--- config.mk ---
export PLATFORM = sky130hd
export DESIGN_NAME = ctc_mode_ctrl
export DESIGN_NICKNAME = d
export VERILOG_FILES = /design/src/rtl/ctc_pkg.sv /design/src/rtl/ctc_sub_if.sv /design/src/rtl/ctc_wake_filter.sv /design/src/rtl/ctc_tx_watchdog.sv /design/src/rtl/ctc_mode_ctrl.sv
export SDC_FILE = /design/constraint.sdc
export NUM_CORES = 1
export LEC_CHECK = 0
export BUFFER_PORTS_ARGS = -buffer_cell sky130_fd_sc_hd__buf_2
export CAP_MARGIN = 30
export CORE_UTILIZATION = 30
export CTS_CLUSTER_DIAMETER = 200
export DETAILED_ROUTE_END_ITERATION = 10
export SLEW_MARGIN = 40
export SYNTH_ARGS = -nofsm -noshare
export SYNTH_HDL_FRONTEND = slang
export SYNTH_SLANG_ARGS = --single-unit
--- constraint.sdc ---
create_clock -name clock -period 7.2 [get_ports clock]
set_input_delay 0.36 -clock clock [delete_from_list [all_inputs] [get_ports clock]]
set_output_delay 0.36 -clock clock [all_outputs]
set_load 0.1 [all_outputs]
--- src/rtl/ctc_pkg.sv ---
// package of the transceiver mode control: modes, register map, timing
// assumes a 125 MHz system clock; all times below are in nanoseconds
`default_nettype none

package ctc_pkg;

    // ************************************************************
    // clock and timing
    // ************************************************************
    localparam int CLK_PERIOD_NS    = 8;
    localparam int FILTER_NS        = 1000;
    localparam int WAKE_REACT_NS    = 2000;
    localparam int MODE_CHANGE_NS   = 20000;
    localparam int TXD_TIMEOUT_NS   = 1000000;
    // least times round up, longest times round down
    localparam int FILTER_CYC       = (FILTER_NS + CLK_PERIOD_NS - 1) / CLK_PERIOD_NS;
    localparam int WAKE_REACT_CYC   = WAKE_REACT_NS / CLK_PERIOD_NS;
    localparam int MODE_CHANGE_CYC  = MODE_CHANGE_NS / CLK_PERIOD_NS;
    localparam int TXD_TIMEOUT_CYC  = (TXD_TIMEOUT_NS + CLK_PERIOD_NS - 1) / CLK_PERIOD_NS;
    localparam int WAKE_PATH_CYC    = 2;
    localparam int CNT_W            = 24;
    localparam int FILT_W           = 16;

    // ************************************************************
    // register map
    // ************************************************************
    localparam logic [11:0] REG_CTRL_ADDR   = 12'h000;
    localparam logic [11:0] REG_STATUS_ADDR = 12'h004;
    localparam logic [FILT_W-1:0] CTRL_RESET = FILT_W'(FILTER_CYC);
    localparam int ST_MODE_LSB   = 0;
    localparam int ST_CHANGE_BIT = 2;
    localparam int ST_TMO_BIT    = 3;
    localparam int ST_OT_BIT     = 4;
    localparam int ST_WAKE_BIT   = 5;
    localparam int ST_ARMED_BIT  = 6;

    // ************************************************************
    // modes
    // ************************************************************
    typedef enum logic [1:0] {
        MODE_POWER_DOWN = 2'b00,
        MODE_STANDBY    = 2'b01,
        MODE_FORCED     = 2'b10,
        MODE_NORMAL     = 2'b11
    } ctc_mode_type;

endpackage

`default_nettype wire

--- src/rtl/ctc_sub_if.sv ---
// bundle between the mode controller and its wake filter and tx watchdog
// assumes all three modules share one clock
`default_nettype none

interface ctc_sub_if;
    import ctc_pkg::*;
    logic              filt_en;
    logic              filt_raw;
    logic [FILT_W-1:0] filt_limit;
    logic              filt_level;
    logic              tmo_en;
    logic              tmo_txd;
    logic              tmo_flag;

    modport ctl  (output filt_en, filt_raw, filt_limit, tmo_en, tmo_txd,
                  input  filt_level, tmo_flag);
    modport filt (input  filt_en, filt_raw, filt_limit, output filt_level);
    modport tmo  (input  tmo_en, tmo_txd, output tmo_flag);
endinterface

`default_nettype wire

--- src/rtl/ctc_wake_filter.sv ---
// activity filter of the low-power receiver
// assumes filt_raw is high for a dominant bus, synchronous to clock
`default_nettype none

module ctc_wake_filter
    import ctc_pkg::*;
(
    input  wire logic clock,
    input  wire logic sys_rst,
    ctc_sub_if.filt   sub
);
    logic [FILT_W-1:0] cnt_r;
    logic [FILT_W-1:0] cnt_nxt;
    logic              level_r;
    logic              level_nxt;

    // ************************************************************
    // while enabled, level changes only after it has differed for the full limit
    // ************************************************************
    always_comb begin
        cnt_nxt   = '0;
        level_nxt = level_r;
        if (!sub.filt_en) begin
            level_nxt = 1'b0;
        end else if (sub.filt_raw != level_r) begin
            if (cnt_r >= sub.filt_limit) begin
                level_nxt = sub.filt_raw;
            end else begin
                cnt_nxt = cnt_r + FILT_W'(1);
            end
        end
    end

    always_ff @(posedge clock) begin
        if (sys_rst) begin
            cnt_r   <= '0;
            level_r <= 1'b0;
        end else begin
            cnt_r   <= cnt_nxt;
            level_r <= level_nxt;
        end
    end

    assign sub.filt_level = level_r;
endmodule

`default_nettype wire

--- src/rtl/ctc_tx_watchdog.sv ---
// transmit-dominant time-out watchdog
// assumes tmo_en is high only in normal-operating mode
`default_nettype none

module ctc_tx_watchdog
    import ctc_pkg::*;
#(
    parameter int LIMIT = TXD_TIMEOUT_CYC
) (
    input  wire logic clock,
    input  wire logic sys_rst,
    ctc_sub_if.tmo    sub
);
    generate
        if (LIMIT < 1 || LIMIT >= (1 << CNT_W)) begin : g_bad
            $error("tx time-out limit out of range");
        end
    endgenerate

    localparam logic [CNT_W-1:0] LIM = CNT_W'(LIMIT);

    logic [CNT_W-1:0] cnt_r;
    logic [CNT_W-1:0] cnt_nxt;
    logic             flag_r;
    logic             flag_nxt;
    logic             txd_q_r;
    logic             txd_q_nxt;

    // ************************************************************
    // count low time; a rising txd or a low tmo_en releases the flag
    // ************************************************************
    always_comb begin
        txd_q_nxt = sub.tmo_txd;
        cnt_nxt   = '0;
        flag_nxt  = flag_r;
        if (!sub.tmo_en) begin
            flag_nxt = 1'b0;
        end else if (!sub.tmo_txd) begin
            if (cnt_r >= LIM) begin
                flag_nxt = 1'b1;
                cnt_nxt  = cnt_r;
            end else begin
                cnt_nxt = cnt_r + CNT_W'(1);
            end
        end else if (!txd_q_r) begin
            flag_nxt = 1'b0;
        end
    end

    always_ff @(posedge clock) begin
        if (sys_rst) begin
            cnt_r   <= '0;
            flag_r  <= 1'b0;
            txd_q_r <= 1'b1;
        end else begin
            cnt_r   <= cnt_nxt;
            flag_r  <= flag_nxt;
            txd_q_r <= txd_q_nxt;
        end
    end

    assign sub.tmo_flag = flag_r;
endmodule

`default_nettype wire

--- src/rtl/ctc_mode_ctrl.sv ---
// mode control of a high-speed CAN transceiver, with an APB register port
// assumes supply-good flags, receiver outputs and pins are synchronous to clock
//
// Notes on behaviour
// - logic supply absent: power-down, bus floats
// - forced stand-by: transmitter and normal receiver off
// - forced stand-by: low-power receiver shows wake-ups
// - forced stand-by: bus biased to ground
// - forced stand-by only without transmitter supply
// - standby select high leaves forced stand-by
// - power up on logic supply, default stand-by
// - power-up, logic supply only: select picks mode
// - logic supply undervoltage wins, power-down
// - transmitter undervoltage: forced stand-by
// - transmitter undervoltage checked only in normal
// - both stand-by modes report wake-up on receive
// - receive high until recessive-to-dominant seen
// - only pulses longer than filter time pass
// - receive updated within wake-up reaction time
// - wake-up never changes mode by itself
// - stand-by wake-up works without transmitter supply
// - open inputs read high, giving stand-by
// - long low transmit data disables transmitter
// - transmitter back only after transmit rising edge; here leaving normal mode also releases the time-out
// - overtemperature blocks transmitter in normal only
// - mode change timed, receive held high
// - both supplies, select low: normal mode
// - normal: transmit drives bus, receive mirrors bus
// - select high gives stand-by regardless of transmitter supply
`default_nettype none

module ctc_mode_ctrl
    import ctc_pkg::*;
#(
    parameter int TXD_TMO_CYC = TXD_TIMEOUT_CYC,
    parameter int MODE_CYC    = MODE_CHANGE_CYC
) (
    input  wire logic        clock,
    input  wire logic        sys_rst,
    input  wire logic        psel,
    input  wire logic        penable,
    input  wire logic        pwrite,
    input  wire logic [11:0] paddr,
    input  wire logic [31:0] pwdata,
    output var  logic [31:0] prdata,
    output var  logic        pready,
    output var  logic        pslverr,
    input  wire logic        logic_supply_ok,
    input  wire logic        transmitter_supply_ok,
    input  wire logic        standby_select,
    input  wire logic        txd,
    input  wire logic        overtemp,
    input  wire logic        normal_rx_dominant,
    input  wire logic        lp_rx_dominant,
    output var  logic        rxd,
    output var  logic        tx_drive_dominant,
    output var  logic        tx_enable,
    output var  logic        normal_rx_enable,
    output var  logic        lp_rx_enable,
    output var  logic        bias_mid,
    output var  logic        bias_gnd
);
    // ************************************************************
    // elaboration checks
    // ************************************************************
    generate
        if (MODE_CYC < 1 || MODE_CYC >= (1 << CNT_W)) begin : g_bad_mode
            $error("mode change count out of range");
        end
        if (WAKE_PATH_CYC > WAKE_REACT_CYC) begin : g_bad_wake
            $error("wake path slower than reaction time");
        end
    endgenerate

    localparam logic [CNT_W-1:0] MODE_LIM = CNT_W'(MODE_CYC);

    // ************************************************************
    // sub-blocks
    // ************************************************************
    ctc_sub_if sub ();

    ctc_wake_filter u_filt (
        .clock   (clock),
        .sys_rst (sys_rst),
        .sub     (sub.filt)
    );

    ctc_tx_watchdog #(
        .LIMIT (TXD_TMO_CYC)
    ) u_tmo (
        .clock   (clock),
        .sys_rst (sys_rst),
        .sub     (sub.tmo)
    );

    // ************************************************************
    // state
    // ************************************************************
    ctc_mode_type      mode_r;
    ctc_mode_type      mode_nxt;
    logic [CNT_W-1:0]  chg_cnt_r;
    logic [CNT_W-1:0]  chg_cnt_nxt;
    logic              armed_r;
    logic              armed_nxt;
    logic              filt_q_r;
    logic              filt_q_nxt;
    logic              wake_seen_r;
    logic              wake_seen_nxt;
    logic [FILT_W-1:0] ctrl_r;
    logic [FILT_W-1:0] ctrl_nxt;
    logic              rxd_nxt;
    logic              tx_dom_nxt;
    logic              tx_en_nxt;
    logic              nrx_en_nxt;
    logic              lprx_en_nxt;
    logic              bias_mid_nxt;
    logic              bias_gnd_nxt;
    logic [31:0]       prdata_nxt;
    logic              pready_nxt;
    logic              pslverr_nxt;

    logic changing;
    logic low_power;
    logic ot_block;
    logic wr_en;
    logic rd_phase;

    function automatic logic addr_hit(input logic [11:0] a);
        addr_hit = (a == REG_CTRL_ADDR) || (a == REG_STATUS_ADDR);
    endfunction

    assign changing  = (chg_cnt_r != '0);
    assign low_power = (mode_r == MODE_STANDBY) || (mode_r == MODE_FORCED);
    assign ot_block  = (mode_nxt == MODE_NORMAL) && overtemp;

    // ************************************************************
    // mode selection
    // ************************************************************
    // standby_select arrives already high when left open, pull-up outside
    always_comb begin
        mode_nxt = mode_r;
        if (!logic_supply_ok) begin
            mode_nxt = MODE_POWER_DOWN;
        end else begin
            case (mode_r)
                MODE_POWER_DOWN: begin
                    if (standby_select) begin
                        mode_nxt = MODE_STANDBY;
                    end else if (transmitter_supply_ok) begin
                        mode_nxt = MODE_NORMAL;
                    end else begin
                        mode_nxt = MODE_FORCED;
                    end
                end
                MODE_STANDBY: begin
                    // without the transmitter supply it stays here
                    if (!standby_select && transmitter_supply_ok) begin
                        mode_nxt = MODE_NORMAL;
                    end
                end
                MODE_FORCED: begin
                    if (standby_select) begin
                        mode_nxt = MODE_STANDBY;
                    end else if (transmitter_supply_ok) begin
                        mode_nxt = MODE_NORMAL;
                    end
                end
                MODE_NORMAL: begin
                    if (standby_select) begin
                        mode_nxt = MODE_STANDBY;
                    end else if (!transmitter_supply_ok) begin
                        mode_nxt = MODE_FORCED;
                    end
                end
                default: mode_nxt = MODE_POWER_DOWN;
            endcase
        end
    end

    // ************************************************************
    // mode-change timer and wake arming
    // ************************************************************
    always_comb begin
        chg_cnt_nxt = '0;
        if (mode_nxt != mode_r && mode_nxt != MODE_POWER_DOWN) begin
            chg_cnt_nxt = MODE_LIM;
        end else if (mode_nxt != MODE_POWER_DOWN && changing) begin
            chg_cnt_nxt = chg_cnt_r - CNT_W'(1);
        end
    end

    always_comb begin
        filt_q_nxt    = sub.filt_level;
        armed_nxt     = armed_r;
        wake_seen_nxt = wake_seen_r;
        if (mode_nxt != mode_r || !low_power) begin
            armed_nxt = 1'b0;
        end else if (sub.filt_level && !filt_q_r) begin
            armed_nxt = 1'b1;
        end
        if (low_power && sub.filt_level && !filt_q_r) begin
            wake_seen_nxt = 1'b1;
        end else if (wr_en && paddr == REG_STATUS_ADDR && pwdata[ST_WAKE_BIT]) begin
            wake_seen_nxt = 1'b0;
        end
    end

    always_ff @(posedge clock) begin
        if (sys_rst) begin
            mode_r      <= MODE_POWER_DOWN;
            chg_cnt_r   <= '0;
            armed_r     <= 1'b0;
            filt_q_r    <= 1'b0;
            wake_seen_r <= 1'b0;
        end else begin
            mode_r      <= mode_nxt;
            chg_cnt_r   <= chg_cnt_nxt;
            armed_r     <= armed_nxt;
            filt_q_r    <= filt_q_nxt;
            wake_seen_r <= wake_seen_nxt;
        end
    end

    // ************************************************************
    // sub-block drive
    // ************************************************************
    assign sub.filt_en    = low_power && !changing;
    assign sub.filt_raw   = lp_rx_dominant;
    assign sub.filt_limit = ctrl_r;
    assign sub.tmo_en     = (mode_r == MODE_NORMAL);
    assign sub.tmo_txd    = txd;

    // ************************************************************
    // pin outputs
    // ************************************************************
    always_comb begin
        rxd_nxt      = 1'b1;
        tx_dom_nxt   = 1'b0;
        tx_en_nxt    = 1'b0;
        nrx_en_nxt   = 1'b0;
        lprx_en_nxt  = 1'b0;
        bias_mid_nxt = 1'b0;
        bias_gnd_nxt = 1'b0;
        case (mode_nxt)
            MODE_NORMAL: begin
                nrx_en_nxt   = 1'b1;
                bias_mid_nxt = 1'b1;
                tx_en_nxt    = !sub.tmo_flag && !ot_block;
                tx_dom_nxt   = tx_en_nxt && !txd && !changing;
                if (!changing) begin
                    rxd_nxt = !normal_rx_dominant;
                end
            end
            MODE_STANDBY, MODE_FORCED: begin
                lprx_en_nxt  = 1'b1;
                bias_gnd_nxt = 1'b1;
                if (!changing && armed_r) begin
                    rxd_nxt = !sub.filt_level;
                end
            end
            default: begin
                rxd_nxt = 1'b1;
            end
        endcase
        if (mode_nxt != mode_r) begin
            rxd_nxt    = 1'b1;
            tx_dom_nxt = 1'b0;
        end
    end

    always_ff @(posedge clock) begin
        if (sys_rst) begin
            rxd               <= 1'b1;
            tx_drive_dominant <= 1'b0;
            tx_enable         <= 1'b0;
            normal_rx_enable  <= 1'b0;
            lp_rx_enable      <= 1'b0;
            bias_mid          <= 1'b0;
            bias_gnd          <= 1'b0;
        end else begin
            rxd               <= rxd_nxt;
            tx_drive_dominant <= tx_dom_nxt;
            tx_enable         <= tx_en_nxt;
            normal_rx_enable  <= nrx_en_nxt;
            lp_rx_enable      <= lprx_en_nxt;
            bias_mid          <= bias_mid_nxt;
            bias_gnd          <= bias_gnd_nxt;
        end
    end

    // ************************************************************
    // apb slave, one wait state so read data comes from a flop
    // ************************************************************
    assign rd_phase = psel && penable && !pready;
    assign wr_en    = psel && penable && pready && pwrite && !pslverr;

    always_comb begin
        pready_nxt  = rd_phase;
        pslverr_nxt = rd_phase && !addr_hit(paddr);
        prdata_nxt  = '0;
        ctrl_nxt    = ctrl_r;
        if (rd_phase && !pwrite) begin
            case (paddr)
                REG_CTRL_ADDR: prdata_nxt[FILT_W-1:0] = ctrl_r;
                REG_STATUS_ADDR: begin
                    prdata_nxt[ST_MODE_LSB +: 2] = mode_r;
                    prdata_nxt[ST_CHANGE_BIT]    = changing;
                    prdata_nxt[ST_TMO_BIT]       = sub.tmo_flag;
                    prdata_nxt[ST_OT_BIT]        = ot_block;
                    prdata_nxt[ST_WAKE_BIT]      = wake_seen_r;
                    prdata_nxt[ST_ARMED_BIT]     = armed_r;
                end
                default: prdata_nxt = '0;
            endcase
        end
        // a zero limit would pass every glitch, so it is refused
        if (wr_en && paddr == REG_CTRL_ADDR && pwdata[FILT_W-1:0] != '0) begin
            ctrl_nxt = pwdata[FILT_W-1:0];
        end
    end

    always_ff @(posedge clock) begin
        if (sys_rst) begin
            prdata  <= '0;
            pready  <= 1'b0;
            pslverr <= 1'b0;
            ctrl_r  <= CTRL_RESET;
        end else begin
            prdata  <= prdata_nxt;
            pready  <= pready_nxt;
            pslverr <= pslverr_nxt;
            ctrl_r  <= ctrl_nxt;
        end
    end
endmodule

`default_nettype wire

---- Word-level counts from Yosys, hierarchy flattened ----
Index checks and enable logic that the tools add are counted.
storage, ports and cells
  register bits after elaboration ......... 127
  input port bits ......................... 56
  output and inout port bits .............. 41
  word-level logic and storage cells ...... 126
cells by class
  add/sub/neg operators ................... 3
  order comparisons ....................... 2
  eq/ne operators ......................... 10
  muxes and demuxes ....................... 22
  bitwise logic cells ..................... 7
  reduce and logical (&&, ||, !) cells .... 60
operators by type and width
  cell                     number
  $add A24 B1 Y24 const B  1
  $ge A24 B17 Y1 const B   1
  $mux W12                 2
  $reduce_bool A24 Y1      1
  $sub A24 B1 Y24 const B  1
  $logic_and A1 B1 Y1      23
  $add A16 B1 Y16 const B  1
  $ge A16 B16 Y1           1
  $reduce_bool A16 Y1      1
  $mux W2                  7
  $pmux W7 S2              1
  $reduce_or A2 Y1         7
  $logic_not A1 Y1         13
  $eq A12 B3 Y1 const B    1
  $logic_not A12 Y1        1
  $reduce_or A3 Y1         4
  $mux W1                  10
  $eq A2 B2 Y1 const B     4
  $pmux W2 S4              1
  $not A1 Y1               7
  $reduce_bool A2 Y1       3
  $eq A2 B1 Y1 const B     2
  $reduce_and A2 Y1        2
  $reduce_or A4 Y1         1
  6 further kinds          8

---- Logic depth before layout (Yosys ltp) ----
Gate-level depths: netlist of the first run.
  depth after elaboration ................. 11
  depth in mapped cells ................... 12
  depth with buffers taken out ............ 11

---- By module ----
A second synthesis of the first run with hierarchy kept.
unflattened totals
  cell total of the unflattened synthesis .. 576
  area, all modules ....................... 5297.6 um2
modules (own cells, without submodules)
  module           instances  cells an instance  area each (um2)  sequential area each (um2)
  ctc_mode_ctrl    1          313                2955.3           1361.3
  ctc_tx_watchdog  1          126                1209.9           520.5
  ctc_wake_filter  1          137                1132.3           340.3

---- Worst setup path after synthesis of the first run ----
OpenSTA, ideal clock, no wires.
  path kind ............................... reg2reg
  start point ............................. register mode_r[1]
  end point ............................... register chg_cnt_r[15]
  library setup time ...................... 0.064 ns
  data arrival time ....................... 2.361 ns
  data required time ...................... 7.136 ns
  slack ................................... 4.775 ns
  stages on the path, launching flop included .. 13
  buffers on the path ..................... 2
  clock period less this slack ............ 2.425 ns
  cell sequence ........................... dfxtp_1 -> inv_1 -> ha_1 -> o31a_1 -> nor2_1 -> o22ai_1 -> nand2_1 -> ha_1 -> or2_2 -> clkbuf_1 -> nand3b_2 -> buf_2 -> nor2_1
between the ends
  longest elaborated chain between the ends .. 8
  elaborated cells between the ends (all ways) .. 17
  those cells by class .................... eq/ne: 4; mux: 7; bitwise: 1; reduce/logical: 5
ends and longest elaborated chain
  what                          RTL line                                    RTL
  start: declaration            ctc_mode_ctrl.sv:99                         ctc_mode_type mode_r;
  start signal: assignment      ctc_mode_ctrl.sv:216                        mode_r <= mode_nxt;
  $mux W2 (on tied branches)    ctc_mode_ctrl.sv:171, ctc_mode_ctrl.sv:164
  $mux W2 (on tied branches)    ctc_mode_ctrl.sv:169, ctc_mode_ctrl.sv:162
  $pmux W2 S4                   ctc_mode_ctrl.sv:145                        case (mode_r)
  $mux W2                       ctc_mode_ctrl.sv:142                        if (!logic_supply_ok) begin
  $reduce_bool A2 Y1            ctc_mode_ctrl.sv:185, ctc_mode_ctrl.sv:187
  $logic_and A1 B1 Y1           ctc_mode_ctrl.sv:187                        end else if (mode_nxt != MODE_POWER_DOWN && changing) begin
  $not A1 Y1 (no line)          -
  $reduce_or A3 Y1 (no line) *  -
  end signal: assignment        ctc_mode_ctrl.sv:217                        chg_cnt_r <= chg_cnt_nxt;
  end: declaration              ctc_mode_ctrl.sv:101                        logic [CNT_W-1:0] chg_cnt_r;
Every way passes the cells marked *; elsewhere a longest branch is shown, timed or not.
A chain may end at the register's enable or synchronous reset.

---- Worst setup path after layout of the first run ----
  start point ............................. register chg_cnt_r[9]
  end point ............................... register u_filt.cnt_r[10]
between the ends
  longest elaborated chain between the ends .. 5
ends and longest elaborated chain
  what                        RTL line               RTL
  $reduce_bool A24 Y1         ctc_mode_ctrl.sv:132   assign changing = (chg_cnt_r != '0);
  $logic_not A1 Y1            ctc_mode_ctrl.sv:227   assign sub.filt_en = low_power && !changing;
  $logic_and A1 B1 Y1         ctc_mode_ctrl.sv:227
  $not A1 Y1 (no line)        -
  $reduce_or A4 Y1 (no line)  -
  end signal: assignment      ctc_wake_filter.sv:39  cnt_r <= cnt_nxt;
  end: declaration            ctc_wake_filter.sv:12  logic [FILT_W-1:0] cnt_r;
No other way between the ends.

==> summary.txt, run 1 <==
CTS
  – CTS Buf Count: 9
  – Resize count post-CTS: 0
  – # hold bufs at CTS: 0
  – Clk Latency, worst-skew pair: 0.36 ns
  – Clock transition at path regs: 0.08 ns
  – Setup Fix Bufs, Post-CTS: 0
  – CTS tree: yes
  – H-Tree Level Count: 3
  – Buffer levels on the longest clock path: 2
  – CTS sink cnt: 111
  – CTS root buf: clkbuf_16

Timing
  – Fmax: 336.8 MHz
  – Clock Skews: 0.01442 ns
  – Sum Neg Setup Slack: 0 ns
  – Worst-Margin Slew: 0.7581 ns
  – Min Tclk post-route: 2.969 ns
  – Max-Slew Margin vs Limit: 49.34%
  – Final hold vios: 0
  – RSZ-0062 raised after global routing: false
  – Setup ws final: 4.231 ns
  – Crit share post-route: 41.24%
  – Final setup viols: 0
  – Fin. max-slew vios: 0

Synthesis
  – Mux contribution to synthesized area: 2.117%
  – Main synth FF type: dfxtp_1
  – Adder-cell share of the synthesized area: under 10%
  – Area share of xor/xnor cells in the synthesized design: 8.251%
  – Synth Area in Simple Gates: 25.91%
  – Compound-Gate Fraction of Synth Area: about 7.9%
  – Post-Syn Instances: 570
  – Synthesized area: about 5200 um^2
  – Post-Syn Area per Cell: roughly 9 um^2
  – Netlist cell types: 59
  – EDFF count, synth: 0
  – Synth async-reset ratio: 0%
  – Yosys reg bits: 111
  – Largest family of logic cells by synthesized area: simple AND/OR/NAND/NOR gates
  – Seq/Total Area, Yosys: 42.72%
  – Synthesis Warnings: 0

Worst setup path
  – Crit start category: flop
  – WP buf/inv: 0
  – CP Class: flop to flop
  – CP delay by family, top: simple AND/OR/NAND/NOR gates
  – Crit Path Max Fanout: 16
  – CP Cell Sequence: or4_4, nor3_2, nand4_1, or4_2, nor2_1
  – CP endpoint kind: flop
  – Worst EP arrival: 3.25 ns
  – CP max-delay cell: or4_2
  – Crit path largest cell delay: 1.15 ns
  – Worst Path Required: about 7.5 ns

Outcome
  – Status: complete, no violations

Pwr
  – Switching part of the total: between 30% and 40%
  – Leak: ~2.5 nW
  – Worst vdd ir: 0.0001206 V
  – Net Switching: between 0.4 and 0.5 mW
  – Internal cell power: 1.015 mW
  – Clock power frac: approximately a third
  – Comb pwr share: 22.7%
  – Pwr Density: 249.4 nW/um^2
  – Register share of total power: 44.3%

Drt
  – Via density: 4.560
  – Drt total wl: between 10 and 15 mm
  – # DRC: 0
  – Via Count: 3876
  – DR WL/cell: 12.15 um
  – Antenna-violating nets left: 0
  – Starting DRT DRC Count: 141
  – Pre-antenna DRT Iters: 4

Global route
  – Met2 Use GR: 20.43%
  – Initial antenna violation count: 0
  – GRT Overall Usage: 12.43%
  – First-pass GRT wire length: 17.53 mm
  – Met3 Use GR: 2.549%
  – Vias in the first global route: 3543
  – Grt total ovfl: 0
  – M1 GR Usage: ~16%
  – Most Crowded Layer GR: met2
  – Largest net degree at the start of global routing: 28

Floorplanning
  – Initial Util: 31.03%
  – # IOs: 97
  – Die width: approximately 130 um
  – # rows: 47
  – DIE HEIGHT: 133.7 um
  – Die area: 17870 um^2
  – Core region area: 16760 um^2

Final layout
  – Final core utilization: 35.48%
  – Ant. Diodes: 0
  – Fin nets: 708
  – Layout fillers: 1726
  – Finished Cell Area: 5947 um^2
  – P&R area growth vs syn: 14.34%
  – Share of post-route cells with drive strength above 1: ~17%

Placed design
  – Instance area at placement: between 5000 and 6000 um^2
  – Post-DP HPWL: 7.730 mm
  – Port bufs: 64
  – GP Congestion: 0.8180
  – DP Worst Slack: ~4.2 ns

Min path
  – HP Class: primary input to flop

Flow run
  – Maxcap violations: 0
## cell families after synthesis
logic type,count (synthesis)
AND/OR/NAND/NOR,246
flip-flops,111
multiplexers,11
other,1
adder cells (fa/ha/maj),27
buffers and inverters,68
AO/OA/AOI/OAI,57
XOR/XNOR,49
## final cells by class
| class | instances | area [um^2] | share of cell area [%] |
|---|---|---|---|
| inverters | 32 | 120.1 | 2.020 |
| clock inverters | 4 | 37.54 | 0.6312 |
| flip-flops and latches | 111 | 2222 | 37.37 |
| multi-input cells | 406 | 2708 | 45.53 |
| repair buffers | 65 | 327.8 | 5.512 |
| clock buffers | 12 | 256.5 | 4.313 |
| well taps | 220 | 275.3 | 4.629 |
## power groups by stage
stage	Clock, mW	Sequential, mW	Combinational (mW)
2_1_floorplan	0	0.680	0.282
3_3_place_gp	0	0.671	0.337
3_5_place_dp	0	0.671	0.337
4_1_cts	0.510	0.657	0.339
5_1_grt	0.537	0.660	0.378
6_report	0.490	0.657	0.336
## synthesized netlist by cell type, types with 4 or more instances
| master | instances | area, um^2 |
|---|---|---|
| nand3_1 | 16 | 80.08 |
| nand2_1 | 32 | 120.1 |
| nor2b_1 | 8 | 50.05 |
| clkbuf_1 | 14 | 52.55 |
| dfxtp_1 | 111 | 2222 |
| ha_1 | 27 | 337.8 |
| and2_1 | 20 | 125.1 |
| nand4_1 | 17 | 106.4 |
| a21oi_1 | 15 | 75.07 |
| buf_4 | 18 | 135.1 |
| nor2_1 | 74 | 277.8 |
| inv_1 | 32 | 120.1 |
| mux2i_1 | 11 | 110.1 |
| nor2_4 | 8 | 90.09 |
| a211o_1 | 6 | 52.55 |
| xor2_1 | 32 | 280.3 |
| nor3_1 | 11 | 55.05 |
| xnor2_1 | 17 | 148.9 |
| nand2b_1 | 5 | 31.28 |
| nor4_1 | 11 | 68.82 |
| o21ai_0 | 6 | 30.03 |
| or3_1 | 4 | 25.02 |
| and3_1 | 15 | 93.84 |
| nor4_2 | 4 | 50.05 |
| a22o_1 | 6 | 52.55 |
## sequential cells by signal, summed over array words and instances, names as in the netlist, 2 cells and up
register,cells
ctrl_r,16
chg_cnt_r,24
u_tmo.cnt_r,24
mode_r,2
prdata,16
u_filt.cnt_r,16
## per-stage QoR
stage	hold WS, ns	cells	power (mW)
finish	0.2142	850	1.483
detailed placement	0.4444	834	1.007
global route	0.2178	850	1.575
CTS	0.2023	850	1.505
floorplan	0.4254	585	0.9619
global placement	0.4428	834	1.007
## path summary, 6_finish.rpt
| kind | startpoint | to | slack, ns | depth (start not counted) |
|---|---|---|---|---|
| worst min-delay path | overtemp | tx_enable | 0.21 | 2 |
| worst max-delay path | chg_cnt_r[9] | u_filt.cnt_r[10] | 4.23 | 5 |
| worst min register to register | u_tmo.cnt_r[23] | u_tmo.cnt_r[23] | 0.46 | 1 |
| worst max register to register | chg_cnt_r[9] | u_filt.cnt_r[10] | 4.23 | 5 |
## placed cells by master (no fill, tap or decap), types with 2 or more instances in the layout
cell,count
nand4_1,17
o31ai_1,2
a21oi_1,15
nand2b_1,5
nor2_1,74
nor3b_1,3
nor4_1,11
nor3_2,2
o211ai_1,2
a211o_1,6
clkbuf_16,9
or3_1,4
clkinvlp_4,2
ha_1,27
dfxtp_1,111
nand2_1,32
or2_2,3
a22o_1,6
nor3_1,11
inv_8,2
nor2_4,8
mux2i_1,11
and2_1,20
clkbuf_8,2
xor2_1,32
nor2b_1,8
xnor2_1,17
and3_1,15
o31a_1,3
conb_1,16
nor2_2,2
inv_1,32
o21ai_0,6
a211oi_1,2
nand3b_1,3
buf_2,64
nand3_1,16
nor4_2,4
## worst register-to-register path, cell delays in order, from the launching register on
cell and delay, ns:
dfxtp_1 0.32, or4_4 0.55, nor3_2 0.18, nand4_1 0.48, or4_2 1.15, nor2_1 0.23
## routing by layer
| layer | vias to the layer above | wire length [um] |
|---|---|---|
| met5 | - | 0 |
| met4 | 0 | 184 |
| met3 | 10 | 292 |
| met2 | 66 | 4850 |
| met1 | 1778 | 4998 |
| li1 | 2022 | - |
Note: power is estimated with default switching activity, not from simulation.
==> run 2, diff against run 1 <==
clock period = 2.9 ns   (was 7.2 ns; I/O delays follow)
==> summary.txt, run 2 (synthesized netlist as in run 1, its figures left out) <==
Timing
  – Fin. max-slew vios: 0
  – Max-Slew Margin vs Limit: roughly 57%
  – Worst-Margin Slew: 0.6351 ns
  – Min Tclk post-route: 2.605 ns
  – Fmax: around 380 MHz
  – RSZ-0062 raised after global routing: false
  – Sum Neg Setup Slack: 0 ns
  – Clock Skews: 0.01004 ns
  – Final hold vios: 0
  – Final setup viols: 0
  – Crit share post-route: between 80 and 90%

CTS
  – CTS root buf: clkbuf_16
  – CTS sink cnt: 111
  – Clock transition at path regs: 0.08 ns
  – H-Tree Level Count: 3
  – Buffer levels on the longest clock path: 2
  – CTS Buf Count: 9
  – Setup Fix Bufs, Post-CTS: 0
  – CTS tree: yes
  – Clk Latency, worst-skew pair: 0.36 ns

Global route
  – First-pass GRT wire length: around 18 mm
  – Grt total ovfl: 0
  – Largest net degree at the start of global routing: 28
  – Vias in the first global route: 3700
  – Initial antenna violation count: 0
  – GRT Overall Usage: 12.77%

Pwr
  – Register share of total power: between 40% and 50%
  – Worst vdd ir: 0.0002959 V
  – Net Switching: 1.196 mW
  – Internal cell power: roughly 2.5 mW
  – Leak: 2.552 nW
  – Switching part of the total: 32.46%
  – Comb pwr share: 23.6%
  – Clock power frac: 32.2%
  – Pwr Density: 616.6 nW/um^2

Outcome
  – Status: complete, no violations

Final layout
  – Finished Cell Area: 5973 um^2
  – Non-Filler Instances: 857
  – Final core utilization: 35.64%
  – Fin nets: 715
  – Share of post-route cells with drive strength above 1: between 10% and 20%
  – Most frequent cells in the layout: 110 x dfxtp_1, 74 x nor2_1, 64 x buf_2
  – Top flop regs: chg_cnt_r (24), u_tmo.cnt_r (24)
  – Ant. Diodes: 0
  – Commonest non-fill, non-tap cell in the layout: dfxtp_1
  – P&R area growth vs syn: 14.84%

Worst setup path
  – Crit Path Max Fanout: 14
  – CP Cell Sequence: inv_1, ha_1, nor2b_1, nand2_1, nand2_1, nand2_1, ha_1, or2_2, nand3b_2, buf_4, nor2_1
  – Crit path largest cell delay: 0.48 ns
  – Crit-path most repeated cell: nand2_1
  – Worst EP arrival: 2.90 ns
  – Worst Path Required: 3.20 ns
  – Reg2reg setup slack: 0.30 ns
  – CP delay by family, top: simple AND/OR/NAND/NOR gates
  – WP buf/inv: 2
  – CP Class: flop to flop
  – Crit start category: flop
  – CP endpoint kind: flop
  – CP max-delay cell: dfxtp_1

Drt
  – Drt total wl: 10.60 mm
  – Antenna-violating nets left: 0
  – Pre-antenna DRT Iters: 4
  – DR WL/cell: 12.36 um
  – Via Count: 3894
  – Via density: 4.544
  – # DRC: 0
  – Starting DRT DRC Count: 157

Placed design
  – Post-DP HPWL: about 7.8 mm
  – Instance area at placement: 5688 um^2
  – GP Congestion: 0.8195
  – Port bufs: 64
  – Placed Cells incl. Taps: 840

Floorplanning
  – Core region area: between 15000 and 20000 um^2
  – # rows: 47
  – Initial Util: 31.03%
  – # IOs: 97
  – Die width: 133.7 um
  – DIE HEIGHT: 133.7 um
  – Die area: 17870 um^2

Min path
  – HP Class: primary input to flop

Flow run
  – Maxcap violations: 0
## run 2: cell types whose count changed in the layout (fill, tap and decap cells not counted), sizes merged
cell	before	now
buf	65	71
clkbuf	12	10
clkinv	0	2
dlygate4sd3	0	1
## run 2: cell type report
class / count / area [um^2]
clock buffer: 10 / 229.0
sequential: 111 / 2223
timing repair buffer: 72 / 382.9
fill: 1716 / 10790
inverter: 32 / 120.1
tap: 220 / 275.3
multi-input combinational: 406 / 2698
clock inverter: 6 / 45.04
## run 2: worst paths after layout
check                    start      endpoint  depth (start not counted)
hold / removal       pwdata[8]     ctrl_r[8]                          3
setup / recovery     mode_r[0]  chg_cnt_r[9]                         11
setup reg to reg     mode_r[0]  chg_cnt_r[9]                         11
hold reg to reg   chg_cnt_r[0]  chg_cnt_r[0]                          1
## run 2: metrics by stage
stage | setup WS (ns) | hold WS [ns] | power (mW)
final | 0.2953 | 0.02874 | 3.683
after floorplan | 0.4753 | 0.2207 | 2.388
after global routing | 0.04558 | 0.04331 | 3.901
after detailed placement | 0.2847 | 0.3501 | 2.530
after CTS | 0.2625 | 0.01911 | 3.729
after global placement | 0.3153 | 0.3568 | 2.531
## run 2: power groups by stage
stage	Clock (mW)	Sequential [mW]	Combinational, mW
final	1.19	1.63	0.868
after floorplan	0	1.69	0.701
after global placement	0	1.67	0.866
after global routing	1.29	1.64	0.971
after CTS	1.23	1.63	0.872
after detailed placement	0	1.67	0.865
## run 2: worst register-to-register path, delay by kind of cell, from the launching register on
family                     cells  cell delay (ns)
DFF                            1             0.48
and+or+nand+nor                7             1.22
buffers and inverters          2             0.34
adders and majority gates      2             0.49
## run 2: per-layer routing
layer / routed length (um) / GRT usage [%]
met5: 0 / 0
met4: 219 / 5.871
met3: 330 / 3.120
met2: 4843 / 20.83
met1: 5202 / 15.84
## run 2: what timing repair did
item	4_1_cts	5_1_grt
endpoints found under the setup margin	0	2
hold buffers	1	0
hold endpoints to repair	1	0
gates resized for setup	0	1
==> run 3, diff against run 2 <==
PLACE_DENSITY_LB_ADDON = 0.1   (was default)
==> summary.txt, run 3 (synthesized netlist as in run 1, its figures left out) <==
Timing
  – Fmax: around 400 MHz
  – RSZ-0062 raised after global routing: false
  – Crit share post-route: 86.90%
  – Worst-Margin Slew: between 0.7 and 0.8 ns
  – Max-Slew Margin vs Limit: 52.13%
  – Min Tclk post-route: 2.520 ns
  – Final setup viols: 0
  – Hold Worst Slack: between 0.04 and 0.05 ns
  – Clock Skews: around 0.007 ns
  – Setup ws final: 0.3798 ns
  – Fin. max-slew vios: 0
  – Final hold vios: 0
  – Sum Neg Setup Slack: 0 ns

Global route
  – Largest net degree at the start of global routing: 28
  – First-pass GRT wire length: 19.18 mm
  – Vias in the first global route: 3800
  – Initial antenna violation count: 0
  – GRT Overall Usage: a little over an eighth
  – Grt total ovfl: 0

Floorplanning
  – Core region area: 16760 um^2
  – DIE HEIGHT: 133.7 um
  – Die width: around 130 um
  – Initial Util: 31.03%
  – # rows: 47
  – Die area: 17870 um^2
  – # IOs: 97

Drt
  – Starting DRT DRC Count: 157
  – Via Count: 3914
  – Via density: 4.578
  – Drt total wl: 11.42 mm
  – Antenna-violating nets left: 0
  – DR WL/cell: 13.36 um
  – Pre-antenna DRT Iters: 4
  – # DRC: 0

Final layout
  – Share of post-route cells with drive strength above 1: about 17%
  – Area occupied by multi-input gates: approximately 2700 um^2
  – Non-Filler Instances: 855
  – Layout fillers: 1736
  – Ant. Diodes: 0
  – Finished Cell Area: 6031 um^2
  – Final core utilization: 35.98%
  – P&R area growth vs syn: 15.95%
  – Commonest non-fill, non-tap cell in the layout: dfxtp_1
  – Fin nets: 714
  – Most frequent cells in the layout: 111 x dfxtp_1, 74 x nor2_1, 64 x buf_2
  – FF/Latch Area: about 2200 um^2
  – Top flop regs: chg_cnt_r (24), u_tmo.cnt_r (24)

CTS
  – CTS root buf: clkbuf_16
  – CTS tree: yes
  – Clock transition at path regs: ~0.070 ns
  – Buffer levels on the longest clock path: 2
  – CTS sink cnt: between 100 and 150
  – Clk Latency, worst-skew pair: 0.34 ns
  – CTS Buf Count: 9
  – H-Tree Level Count: 3

Pwr
  – Worst vdd ir: 0.0003160 V
  – Total power: between 3 and 4 mW
  – Leak: 2.588 nW
  – Pwr Density: 642.1 nW/um^2

Worst setup path
  – Crit-path most repeated cell: ha_1
  – Crit start category: flop
  – CP max-delay cell: dfxtp_1
  – Worst Path Required: around 3.2 ns
  – Crit path largest cell delay: 0.39 ns
  – CP Cell Sequence: inv_1, ha_1, o31a_1, nor2_1, o22ai_1, nand2_1, ha_1, or2_2, nand3b_4, a21oi_1
  – CP Class: flop to flop
  – CP endpoint kind: flop
  – Crit Path Max Fanout: 19
  – Worst EP arrival: 2.79 ns
  – Reg2reg setup slack: between 0.3 and 0.4 ns

Placed design
  – GP Congestion: 0.7944
  – Post-DP HPWL: 8.707 mm
  – Placed Cells incl. Taps: 839
  – Instance area at placement: ~5700 um^2
  – DP Worst Slack: 0.1333 ns
  – Port bufs: 64

Outcome
  – Status: complete, no violations

Min path
  – HP Class: primary input to flop

Flow run
  – Maxcap violations: 0
[run 3: where the power goes]
group	leakage [nW]	internal, mW	switching (mW)
Combinational	1.53	0.318	0.563
Clock	0.165	0.822	0.539
Sequential	0.897	1.58	0.0512
Total	2.59	2.72	1.15
[run 3: repair_timing]
item,4_1_cts,5_1_grt
hold buffers,1,0
endpoints found under the hold margin,1,0
setup buffers,0,0
setup endpoints to repair,0,19
resized for setup,0,1
[run 3: path summary, 6_finish.rpt]
kind,startpoint,endpoint,cells after the start
max reg2reg,mode_r[1],chg_cnt_r[5],10
max,mode_r[1],chg_cnt_r[5],10
min,pwdata[13],ctrl_r[13],3
min reg2reg,u_tmo.cnt_r[19],u_tmo.cnt_r[19],1
[run 3: final cells by class]
class | instances | area share [%]
Clock buffer | 12 | 4.419
Clock inverter | 3 | 1.079
Inverter | 32 | 1.992
Multi-Input combinational cell | 406 | 44.88
Sequential cell | 111 | 36.85
Tap cell | 220 | 4.564
Timing Repair Buffer | 71 | 6.224
[run 3: routing by layer]
metal	up-vias	wire length, um	global-route usage (%)
li1	2034	-	-
met1	1810	5731	17.77
met2	64	5168	21.99
met3	6	440	3.881
met4	0	85	3.220
met5	-	0	0
[run 3: critical path, delay by kind of cell (launching register included)]
| kind | cells | cell delay, ns |
|---|---|---|
| AOI/OAI and AO/OA | 3 | 0.52 |
| adders and majority gates | 2 | 0.52 |
| buffers and inverters | 1 | 0.16 |
| DFF | 1 | 0.39 |
| and+or+nand+nor | 4 | 0.85 |
